**src/hw/pwt_defs.svh**
```systemverilog
`ifndef PWT_DEFS_SVH
`define PWT_DEFS_SVH
// ----------------------------------------
// register byte addresses
// ----------------------------------------
`define PWT_A_CTRL 8'h00
`define PWT_A_TC 8'h04
`define PWT_A_PR 8'h08
`define PWT_A_PC 8'h0C
`define PWT_A_MCR 8'h10
`define PWT_A_CCR 8'h14
`define PWT_A_PCR 8'h18
`define PWT_A_LER 8'h1C
`define PWT_A_IST 8'h20
`define PWT_A_IMSK 8'h24
`define PWT_A_MR_HI 3'h2
`define PWT_A_CR_HI 3'h3
// ----------------------------------------
// field positions
// ----------------------------------------
`define PWT_CTRL_EN 0
`define PWT_CTRL_RST 1
`define PWT_CTRL_PWM 3
`define PWT_MCR_INT 0
`define PWT_MCR_RST 1
`define PWT_MCR_STP 2
`define PWT_CCR_RISE 0
`define PWT_CCR_FALL 1
`define PWT_CCR_INT 2
`define PWT_PCR_ENA 8
`define PWT_IST_CAP 8
// ----------------------------------------
// bus answers and reset values
// ----------------------------------------
`define PWT_RESP_OKAY 2'h0
`define PWT_RESP_SLVERR 2'h2
`define PWT_RST_WORD 32'h0000_0000
`endif

```
**src/hw/pwt_pkg.sv**
```systemverilog
package pwt_pkg;
    typedef logic [31:0] pwt_word_t;
    typedef logic [7:0] pwt_addr_t;
    typedef enum logic {PWT_HALT, PWT_RUN} pwt_run_t;
endpackage : pwt_pkg

```
**src/hw/pwt_chan.sv**
```systemverilog
`timescale 1ns/1ps
`default_nettype none
module pwt_chan (
    input wire logic aclk,
    input wire logic aresetn,
    input wire logic en,
    input wire logic set,
    input wire logic clr,
    output logic q
);
    import pwt_pkg::*;
    // clear wins so an output whose edges coincide stays low
    always_ff @(posedge aclk) begin
        if (!aresetn || !en) begin
            q <= 1'b0;
        end else if (clr) begin
            q <= 1'b0;
        end else if (set) begin
            q <= 1'b1;
        end
    end
endmodule : pwt_chan
`default_nettype wire

```
**src/hw/pwt_axil.sv**
```systemverilog
`timescale 1ns/1ps
`default_nettype none
`include "pwt_defs.svh"
module pwt_axil (
    input wire logic aclk,
    input wire logic aresetn,
    input wire pwt_pkg::pwt_addr_t awaddr,
    input wire logic awvalid,
    output logic awready,
    input wire pwt_pkg::pwt_word_t wdata,
    input wire logic [3:0] wstrb,
    input wire logic wvalid,
    output logic wready,
    output logic [1:0] bresp,
    output logic bvalid,
    input wire logic bready,
    input wire logic arvalid,
    output logic arready,
    output pwt_pkg::pwt_word_t rdata,
    output logic [1:0] rresp,
    output logic rvalid,
    input wire logic rready,
    output logic wr_stb,
    output pwt_pkg::pwt_addr_t wr_addr,
    output pwt_pkg::pwt_word_t wr_data,
    output logic [3:0] wr_strb,
    input wire logic wr_err,
    input wire pwt_pkg::pwt_word_t rd_data,
    input wire logic rd_err
);
    import pwt_pkg::*;
    logic aw_full_reg;
    logic w_full_reg;
    assign awready = !aw_full_reg;
    assign wready = !w_full_reg;
    assign wr_stb = aw_full_reg && w_full_reg && !bvalid;
    assign arready = !rvalid;
    // ----------------------------------------
    // write address and data holding
    // ----------------------------------------
    always_ff @(posedge aclk) begin
        if (!aresetn) begin
            aw_full_reg <= 1'b0;
            wr_addr <= '0;
        end else if (awvalid && awready) begin
            aw_full_reg <= 1'b1;
            wr_addr <= awaddr;
        end else if (wr_stb) begin
            aw_full_reg <= 1'b0;
        end
    end
    always_ff @(posedge aclk) begin
        if (!aresetn) begin
            w_full_reg <= 1'b0;
            wr_data <= '0;
            wr_strb <= 4'h0;
        end else if (wvalid && wready) begin
            w_full_reg <= 1'b1;
            wr_data <= wdata;
            wr_strb <= wstrb;
        end else if (wr_stb) begin
            w_full_reg <= 1'b0;
        end
    end
    // ----------------------------------------
    // responses
    // ----------------------------------------
    always_ff @(posedge aclk) begin
        if (!aresetn) begin
            bvalid <= 1'b0;
            bresp <= `PWT_RESP_OKAY;
        end else if (wr_stb) begin
            bvalid <= 1'b1;
            bresp <= wr_err ? `PWT_RESP_SLVERR : `PWT_RESP_OKAY;
        end else if (bready) begin
            bvalid <= 1'b0;
        end
    end
    always_ff @(posedge aclk) begin
        if (!aresetn) begin
            rvalid <= 1'b0;
            rdata <= '0;
            rresp <= `PWT_RESP_OKAY;
        end else if (arvalid && arready) begin
            rvalid <= 1'b1;
            rdata <= rd_data;
            rresp <= rd_err ? `PWT_RESP_SLVERR : `PWT_RESP_OKAY;
        end else if (rready) begin
            rvalid <= 1'b0;
        end
    end
endmodule : pwt_axil
`default_nettype wire

```
**src/hw/pwt_top.sv**
```systemverilog
// Contract
// - 32-bit counter counts clock cycles through a programmable 32-bit prescaler.
// - seven match registers serve single-edge, double-edge or mixed outputs.
// - in pwm mode match register 0 resets the counter, setting the shared cycle period.
// - single-edge output rises at cycle start, falls on its match; constant low never rises.
// - double-edge output uses two match registers for rising and falling edges.
// - rise before fall gives positive pulse, reversed order gives negative pulse.
// - each match may continue, stop or reset the counter, with optional interrupt.
// - in pwm mode new match values apply only at cycle start after software releases them; in timer mode writes apply at once.
// - four capture inputs save the counter on an edge, optional interrupt.
// - period and width are any count; all outputs share one rate.
// - without pwm mode the block is a plain timer with match and capture.
`timescale 1ns/1ps
`default_nettype none
`include "pwt_defs.svh"
module pwt_top #(
    parameter int N_MATCH = 7,
    parameter int N_CAP = 4
) (
    input wire logic aclk,
    input wire logic aresetn,
    input wire pwt_pkg::pwt_addr_t s_axi_awaddr,
    input wire logic s_axi_awvalid,
    output logic s_axi_awready,
    input wire pwt_pkg::pwt_word_t s_axi_wdata,
    input wire logic [3:0] s_axi_wstrb,
    input wire logic s_axi_wvalid,
    output logic s_axi_wready,
    output logic [1:0] s_axi_bresp,
    output logic s_axi_bvalid,
    input wire logic s_axi_bready,
    input wire pwt_pkg::pwt_addr_t s_axi_araddr,
    input wire logic s_axi_arvalid,
    output logic s_axi_arready,
    output pwt_pkg::pwt_word_t s_axi_rdata,
    output logic [1:0] s_axi_rresp,
    output logic s_axi_rvalid,
    input wire logic s_axi_rready,
    input wire logic [N_CAP-1:0] cap_in,
    output logic [N_MATCH-2:0] pwm_out,
    output logic irq
);
    import pwt_pkg::*;

    if (N_MATCH < 3 || N_MATCH > 8 || N_CAP < 1 || N_CAP > 8) begin : g_chk
        $error("pwt_top: N_MATCH must be 3..8 and N_CAP 1..8");
    end

    // ----------------------------------------
    // declarations
    // ----------------------------------------
    logic wr_stb, wr_err, rd_err, cnt_rst_reg, pwm_en_reg, tick, cycle_start;
    pwt_addr_t wr_addr;
    pwt_word_t wr_data, rd_data, bmask, wv, tc_reg, pc_reg, pr_reg;
    logic [3:0] wr_strb;
    pwt_run_t run_reg;
    logic [3*N_MATCH-1:0] mcr_reg;
    logic [3*N_CAP-1:0] ccr_reg;
    logic [N_MATCH-1:2] de_sel_reg;
    logic [N_MATCH-1:1] out_en_reg;
    logic [N_MATCH-1:0] ler_reg, hit, rst_hit, stp_hit;
    logic [N_MATCH-1:0][31:0] mr_reg, shd_reg;
    logic [N_CAP-1:0][31:0] cr_reg;
    logic [15:0] ist_reg, imsk_reg, ev;
    logic [N_CAP-1:0] cap_prev_reg, cap_ev;

    // ----------------------------------------
    // register map helpers
    // ----------------------------------------
    function automatic logic reg_ok(pwt_addr_t a);
        logic ok;
        ok = 1'b0;
        if (a[7:5] == `PWT_A_MR_HI) begin
            ok = int'(a[4:2]) < N_MATCH;
        end else if (a[7:5] == `PWT_A_CR_HI) begin
            ok = int'(a[4:2]) < N_CAP;
        end else begin
            ok = a <= `PWT_A_IMSK;
        end
        return ok && (a[1:0] == 2'h0);
    endfunction : reg_ok

    function automatic pwt_word_t reg_rd(pwt_addr_t a);
        pwt_word_t v;
        v = '0;
        if (a[7:5] == `PWT_A_MR_HI) begin
            if (int'(a[4:2]) < N_MATCH) begin
                v = shd_reg[a[4:2]];
            end
        end else if (a[7:5] == `PWT_A_CR_HI) begin
            if (int'(a[4:2]) < N_CAP) begin
                v = cr_reg[a[4:2]];
            end
        end else begin
            case (a)
                `PWT_A_CTRL: begin
                    v[`PWT_CTRL_EN] = (run_reg == PWT_RUN);
                    v[`PWT_CTRL_RST] = cnt_rst_reg;
                    v[`PWT_CTRL_PWM] = pwm_en_reg;
                end
                `PWT_A_TC: v = tc_reg;
                `PWT_A_PR: v = pr_reg;
                `PWT_A_PC: v = pc_reg;
                `PWT_A_MCR: v[3*N_MATCH-1:0] = mcr_reg;
                `PWT_A_CCR: v[3*N_CAP-1:0] = ccr_reg;
                `PWT_A_PCR: begin
                    v[N_MATCH-1:2] = de_sel_reg;
                    v[`PWT_PCR_ENA+N_MATCH-1:`PWT_PCR_ENA+1] = out_en_reg;
                end
                `PWT_A_LER: v[N_MATCH-1:0] = ler_reg;
                `PWT_A_IST: v[15:0] = ist_reg;
                `PWT_A_IMSK: v[15:0] = imsk_reg;
                default: v = '0;
            endcase
        end
        return v;
    endfunction : reg_rd

    // ----------------------------------------
    // bus slave
    // ----------------------------------------
    assign rd_data = reg_rd(s_axi_araddr);
    assign rd_err = !reg_ok(s_axi_araddr);
    assign wr_err = !reg_ok(wr_addr);
    assign bmask = {{8{wr_strb[3]}}, {8{wr_strb[2]}}, {8{wr_strb[1]}}, {8{wr_strb[0]}}};
    assign wv = (wr_data & bmask) | (reg_rd(wr_addr) & ~bmask);

    pwt_axil u_axil (
        .aclk(aclk),
        .aresetn(aresetn),
        .awaddr(s_axi_awaddr),
        .awvalid(s_axi_awvalid),
        .awready(s_axi_awready),
        .wdata(s_axi_wdata),
        .wstrb(s_axi_wstrb),
        .wvalid(s_axi_wvalid),
        .wready(s_axi_wready),
        .bresp(s_axi_bresp),
        .bvalid(s_axi_bvalid),
        .bready(s_axi_bready),
        .arvalid(s_axi_arvalid),
        .arready(s_axi_arready),
        .rdata(s_axi_rdata),
        .rresp(s_axi_rresp),
        .rvalid(s_axi_rvalid),
        .rready(s_axi_rready),
        .wr_stb(wr_stb),
        .wr_addr(wr_addr),
        .wr_data(wr_data),
        .wr_strb(wr_strb),
        .wr_err(wr_err),
        .rd_data(rd_data),
        .rd_err(rd_err)
    );

    // ----------------------------------------
    // control registers
    // ----------------------------------------
    always_ff @(posedge aclk) begin
        if (!aresetn) begin
            run_reg <= PWT_HALT;
        end else if (|stp_hit) begin
            run_reg <= PWT_HALT;
        end else if (wr_stb && wr_addr == `PWT_A_CTRL) begin
            run_reg <= wv[`PWT_CTRL_EN] ? PWT_RUN : PWT_HALT;
        end
    end

    always_ff @(posedge aclk) begin
        if (!aresetn) begin
            cnt_rst_reg <= 1'b0;
            pwm_en_reg <= 1'b0;
            pr_reg <= `PWT_RST_WORD;
            mcr_reg <= '0;
            ccr_reg <= '0;
            de_sel_reg <= '0;
            out_en_reg <= '0;
            imsk_reg <= 16'h0000;
        end else if (wr_stb) begin
            case (wr_addr)
                `PWT_A_CTRL: begin
                    cnt_rst_reg <= wv[`PWT_CTRL_RST];
                    pwm_en_reg <= wv[`PWT_CTRL_PWM];
                end
                `PWT_A_PR: pr_reg <= wv;
                `PWT_A_MCR: mcr_reg <= wv[3*N_MATCH-1:0];
                `PWT_A_CCR: ccr_reg <= wv[3*N_CAP-1:0];
                `PWT_A_PCR: begin
                    de_sel_reg <= wv[N_MATCH-1:2];
                    out_en_reg <= wv[`PWT_PCR_ENA+N_MATCH-1:`PWT_PCR_ENA+1];
                end
                `PWT_A_IMSK: imsk_reg <= wv[15:0];
                default: ;
            endcase
        end
    end

    // ----------------------------------------
    // prescaler and counter
    // ----------------------------------------
    assign tick = (run_reg == PWT_RUN) && !cnt_rst_reg && (pc_reg == pr_reg);
    assign cycle_start = hit[0] && pwm_en_reg;

    for (genvar i = 0; i < N_MATCH; i++) begin : g_hit
        assign hit[i] = tick && (tc_reg == mr_reg[i]);
        if (i == 0) begin : g_per
            assign rst_hit[i] = hit[i] && (mcr_reg[`PWT_MCR_RST] || pwm_en_reg);
        end else begin : g_oth
            assign rst_hit[i] = hit[i] && mcr_reg[3*i+`PWT_MCR_RST];
        end
        assign stp_hit[i] = hit[i] && mcr_reg[3*i+`PWT_MCR_STP];
        assign ev[i] = hit[i] && mcr_reg[3*i+`PWT_MCR_INT];
    end

    always_ff @(posedge aclk) begin
        if (!aresetn || cnt_rst_reg) begin
            pc_reg <= `PWT_RST_WORD;
            tc_reg <= `PWT_RST_WORD;
        end else if (run_reg == PWT_RUN) begin
            if (tick) begin
                pc_reg <= `PWT_RST_WORD;
                tc_reg <= (|rst_hit) ? `PWT_RST_WORD : tc_reg + 32'h0000_0001;
            end else begin
                pc_reg <= pc_reg + 32'h0000_0001;
            end
        end
    end

    // ----------------------------------------
    // match registers with release at cycle start
    // ----------------------------------------
    always_ff @(posedge aclk) begin
        if (!aresetn) begin
            ler_reg <= '0;
        end else begin
            ler_reg <= (ler_reg & ~(cycle_start ? ler_reg : '0))
                | ((wr_stb && wr_addr == `PWT_A_LER) ? wv[N_MATCH-1:0] : '0);
        end
    end

    for (genvar i = 0; i < N_MATCH; i++) begin : g_mr
        always_ff @(posedge aclk) begin
            if (!aresetn) begin
                shd_reg[i] <= `PWT_RST_WORD;
                mr_reg[i] <= `PWT_RST_WORD;
            end else begin
                if (wr_stb && wr_addr[7:5] == `PWT_A_MR_HI && int'(wr_addr[4:2]) == i) begin
                    shd_reg[i] <= wv;
                    if (!pwm_en_reg) begin
                        mr_reg[i] <= wv;
                    end
                end
                if (cycle_start && ler_reg[i]) begin
                    mr_reg[i] <= shd_reg[i];
                end
            end
        end
    end

    // ----------------------------------------
    // capture inputs
    // ----------------------------------------
    always_ff @(posedge aclk) begin
        cap_prev_reg <= cap_in;
    end

    for (genvar j = 0; j < N_CAP; j++) begin : g_cap
        assign cap_ev[j] = (cap_in[j] && !cap_prev_reg[j] && ccr_reg[3*j+`PWT_CCR_RISE])
            || (!cap_in[j] && cap_prev_reg[j] && ccr_reg[3*j+`PWT_CCR_FALL]);
        assign ev[`PWT_IST_CAP+j] = cap_ev[j] && ccr_reg[3*j+`PWT_CCR_INT];
        always_ff @(posedge aclk) begin
            if (!aresetn) begin
                cr_reg[j] <= `PWT_RST_WORD;
            end else if (cap_ev[j]) begin
                cr_reg[j] <= tc_reg;
            end
        end
    end

    for (genvar k = N_MATCH; k < `PWT_IST_CAP; k++) begin : g_ev_m
        assign ev[k] = 1'b0;
    end
    for (genvar k = `PWT_IST_CAP + N_CAP; k < 16; k++) begin : g_ev_c
        assign ev[k] = 1'b0;
    end

    // ----------------------------------------
    // interrupt status, set wins over clear
    // ----------------------------------------
    always_ff @(posedge aclk) begin
        if (!aresetn) begin
            ist_reg <= 16'h0000;
        end else begin
            ist_reg <= (ist_reg & ~((wr_stb && wr_addr == `PWT_A_IST) ? wr_data[15:0] & bmask[15:0]
                : 16'h0000)) | ev;
        end
    end
    assign irq = |(ist_reg & imsk_reg);

    // ----------------------------------------
    // pwm outputs
    // ----------------------------------------
    for (genvar k = 1; k < N_MATCH; k++) begin : g_out
        logic set;
        if (k > 1) begin : g_de
            assign set = de_sel_reg[k] ? hit[k-1]
                : cycle_start && (mr_reg[k] != 32'h0000_0000);
        end else begin : g_se
            assign set = cycle_start && (mr_reg[k] != 32'h0000_0000);
        end
        pwt_chan u_chan (
            .aclk(aclk),
            .aresetn(aresetn),
            .en(pwm_en_reg && out_en_reg[k]),
            .set(set),
            .clr(hit[k]),
            .q(pwm_out[k-1])
        );
    end

    if (N_MATCH > 3) begin : g_a_low

    end
endmodule : pwt_top
`default_nettype wire

```
**config.mk**
```make
export PLATFORM = sky130hd
export DESIGN_NAME = pwt_top
export DESIGN_NICKNAME = d
export VERILOG_FILES = /design/src/hw/pwt_pkg.sv /design/src/hw/pwt_chan.sv /design/src/hw/pwt_axil.sv /design/src/hw/pwt_top.sv
export VERILOG_INCLUDE_DIRS = /design/src /design/src/hw
export SDC_FILE = /design/constraint.sdc
export NUM_CORES = 2
export LEC_CHECK = 0
export BUFFER_PORTS_ARGS = -buffer_cell sky130_fd_sc_hd__buf_2
export CAP_MARGIN = 10
export CORE_UTILIZATION = 40
export DETAILED_ROUTE_END_ITERATION = 10
export PLACE_DENSITY_LB_ADDON = 0.25
export SLEW_MARGIN = 20
export SYNTH_ARGS = -nofsm -noshare
export SYNTH_HDL_FRONTEND = slang
export SYNTH_SLANG_ARGS = --single-unit
```
**constraint.sdc**
```tcl
create_clock -name aclk -period 3.6 [get_ports aclk]
set_input_delay 1.08 -clock aclk [delete_from_list [all_inputs] [get_ports aclk]]
set_output_delay 1.08 -clock aclk [all_outputs]
set_load 0.02 [all_outputs]
```
==> flow_summary_export.csv <==
group,metric,value,unit
worst_setup_path,cp.depth,9,
cts,clk_transition_reported_paths,60,ps
final_layout,final_cell_mix,"nand2_1, dfxtp_1, a21oi_1",
power,irDropWorstVdd,0.000494,V
synthesis,syn_area_per_cell,8.28,sq um
flow_run,maxCapViolations,0,
placed_design,place_area,0.0474,sq mm
placed_design,io_buffer_count,108,
power,power_density,423,mW/mm^2
grt,antenna_found_initial,3,
cts,cts_tree,"built",
cts,cts-root-buf,"clkbuf_16",
sta,fin_worst_skew,47.4,ps
final_layout,utilization,46.4,%
final_layout,final-seq-area,0.0170,sq mm
power,p_total,21.4,mW
detailed_routing,viasPerCell,6.39,
placed_design,dp.cells,6728,
cts,postCtsHoldBufs,0,
worst_setup_path,reg2reg_slack,60,ps
sta,worst_slack,64.0,ps
synthesis,synth-seq-area-share,38.5,%
worst_setup_path,cp_num_buf_inv,2,
hold_path,hold_class,"reg2reg",
placed_design,gp_congestion,1.06,
final_layout,layout.nets,5415,
worst_setup_path,crit_type,"reg2reg",
sta,finalHoldViolations,0,
die,die_w,334,um
cts,clock_path_buffers,3,
placed_design,place_hpwl,155000,um
synthesis,synthFlopType,"dfxtp_1",
detailed_routing,wl_per_cell,30.3,um
worst_setup_path,critPathTopFamily,"simple AND/OR/NAND/NOR gates",
detailed_routing,wl,209000,um
placed_design,dpl_worst_slack,311,ps
run_status,status,"complete, no violations",
power,power.leakage,18.8,nW
detailed_routing,vias,44100,
grt,grt_pass1_wl,297000,um
sta,fin_crit_sh,98.2,%
synthesis,synth_seq_cells,850,
sta,rsz0062_at_grt,"no",
die,dieArea,0.112,sq mm
grt,grt_max_degree,140,
die,num_rows,121,
sta,slew_headroom,33.1,%
cts,h-tree-depth,3,
grt,grt_usage,36.5,%
die,dieHeight,334,um
final_layout,drive_above_1_share,15.6,%
sta,period_needed,3540,ps
die,io_pins,111,
hold_path,hold_start,"u_axil.wr_data[20]$_SDFFE_PN0P_",
die,initial_utilization,40.5,%
die,core-area,0.109,sq mm
sta,fin_setup_tns,0,ps
synthesis,async_flop_share,0,%
synthesis,netlist_instances,5337,
worst_setup_path,reg2reg_to,"mr_reg[201]$_SDFFE_PN0P_",
worst_setup_path,crit_path_end_kind,"flip-flop",
final_layout,fill_cells,10700,
detailed_routing,drt_iter0_drc,6565,
cts,ctsResizeCount,0,
final_layout,fin_cells,6902,
hold_path,holdPathStages,2,
worst_setup_path,cp.arrival,4120,ps
worst_setup_path,timing.rr.start,"tc_reg[30]$_SDFFE_PP0P_",
grt,grt_pass1_vias,39900,
synthesis,ys_warn_count,0,
detailed_routing,dr.pass1.iters,9,
hold_path,min_to,"u_axil.wr_data[20]$_SDFFE_PN0P_",
sta,slew_violations,0,
worst_setup_path,path_max_fanout,15,
sta,tightest_slew,1000,ps
cts,clock-sinks,850,
worst_setup_path,cp.required,4180,ps
sta,hold-worst-slack,455,ps
synthesis,synth.distinct_cells,90,
detailed_routing,post-route-drc-count,0,
sta,setup-violations-final,0,
worst_setup_path,critPathLaunchType,"flip-flop",
grt,overflow,0,
synthesis,netlist_area,0.0442,sq mm
worst_setup_path,cpPeakStageDelay,620,ps
worst_setup_path,cp_slowest_cell,"nor4_1",
cts,numCtsBuffers,96,
synthesis,synth_edf_count,0,
sta,fmax,283,MHz
worst_setup_path,r2r_cells,9,
final_layout,final_area,0.0507,sq mm
cts,post-cts-setup-buffers,0,
cts,worstSkewPairLatency,720,ps
final_layout,final_common_cell,"nand2_1",
worst_setup_path,critical_path.cell_chain,"buf_4 -> xor2_1 -> nor4_1 -> nand4_1 -> nor2_1 -> buf_12 -> a41oi_2 -> and2_1 -> a221o_1",
final_layout,area_delta_synth_final,14.7,%
final_layout,multi_input_area,0.0250,sq mm
detailed_routing,ant_nets,0,
[how the worst max path moves through the flow]
stage	endpoint	startpoint	slack, ps
2_1_floorplan	u_axil.rdata[15]$_SDFFE_PN0P_	s_axi_araddr[2]	630
3_3_place_gp	u_axil.rdata[31]$_SDFFE_PN0P_	s_axi_araddr[2]	370
3_5_place_dp	mr_reg[12]$_SDFFE_PN0P_	tc_reg[30]$_SDFFE_PP0P_	310
4_1_cts	mr_reg[2]$_SDFFE_PN0P_	tc_reg[30]$_SDFFE_PP0P_	250
5_1_grt	mr_reg[2]$_SDFFE_PN0P_	tc_reg[30]$_SDFFE_PP0P_	40
6_report	mr_reg[201]$_SDFFE_PN0P_	tc_reg[30]$_SDFFE_PP0P_	60
[report_power, final]
part / leakage [nW] / internal, mW / switching (mW)
combinational: 10.3 / 0.503 / 1.13
sequential: 6.86 / 9.47 / 0.112
clock: 1.59 / 5.90 / 4.30
total: 18.8 / 15.9 / 5.54
[layout make-up]
type | instances | share of cell area (%)
well taps | 1476 | 3.64
clock inverters | 31 | 0.741
clock buffers | 142 | 5.62
diodes | 1 | 0.00494
inverters | 54 | 0.415
multi-input cells | 3919 | 49.3
flip-flops and latches | 850 | 33.6
repair buffers | 429 | 6.70
[routing by layer]
layer	global-route usage, %	share of wire, %	up-vias
li1	-	-	19000
met1	50.7	41	21500
met2	52.2	41	3005
met3	7.89	11	591
met4	20.2	6.9	0
met5	0	0	-
[synthesized netlist by cell type, types with 73 or more instances]
cell      number  area [sq um]
a21oi_1      516          2580
a22oi_1       98           736
buf_2        103           515
clkbuf_1     343          1290
dfxtp_1      850         17000
mux2i_1      118          1180
mux4_2       127          2860
nand2_1     1072          4020
nand3_1      128           641
nand4_1       73           457
nor2_1       409          1540
nor3_1        79           395
nor4_1       106           663
o21a_1        82           616
o21ai_0      148           741
xnor2_1       81           709
xor2_1       214          1870
[worst min-delay path, delay by kind of cell (launching register included)]
kind            cells  cell delay, ps
simple gates        1              50
compound gates      1              50
flops               1             310
[cell families (layout without fill, tap and decap cells)]
group | count (synthesis) | in the layout | synth area share, %
and+or+nand+nor | 2066 | 2066 | 20.8
AOI/OAI and AO/OA | 1280 | 1280 | 19.3
DFF | 850 | 850 | 38.5
buffers and inverters | 569 | 656 | 5.52
xor gates and xnor gates | 295 | 295 | 5.85
muxes | 274 | 274 | 9.88
adders and majority gates | 2 | 2 | 0.0566
other | 1 | 3 | 0.00849
(Power assumes the default switching activity.)
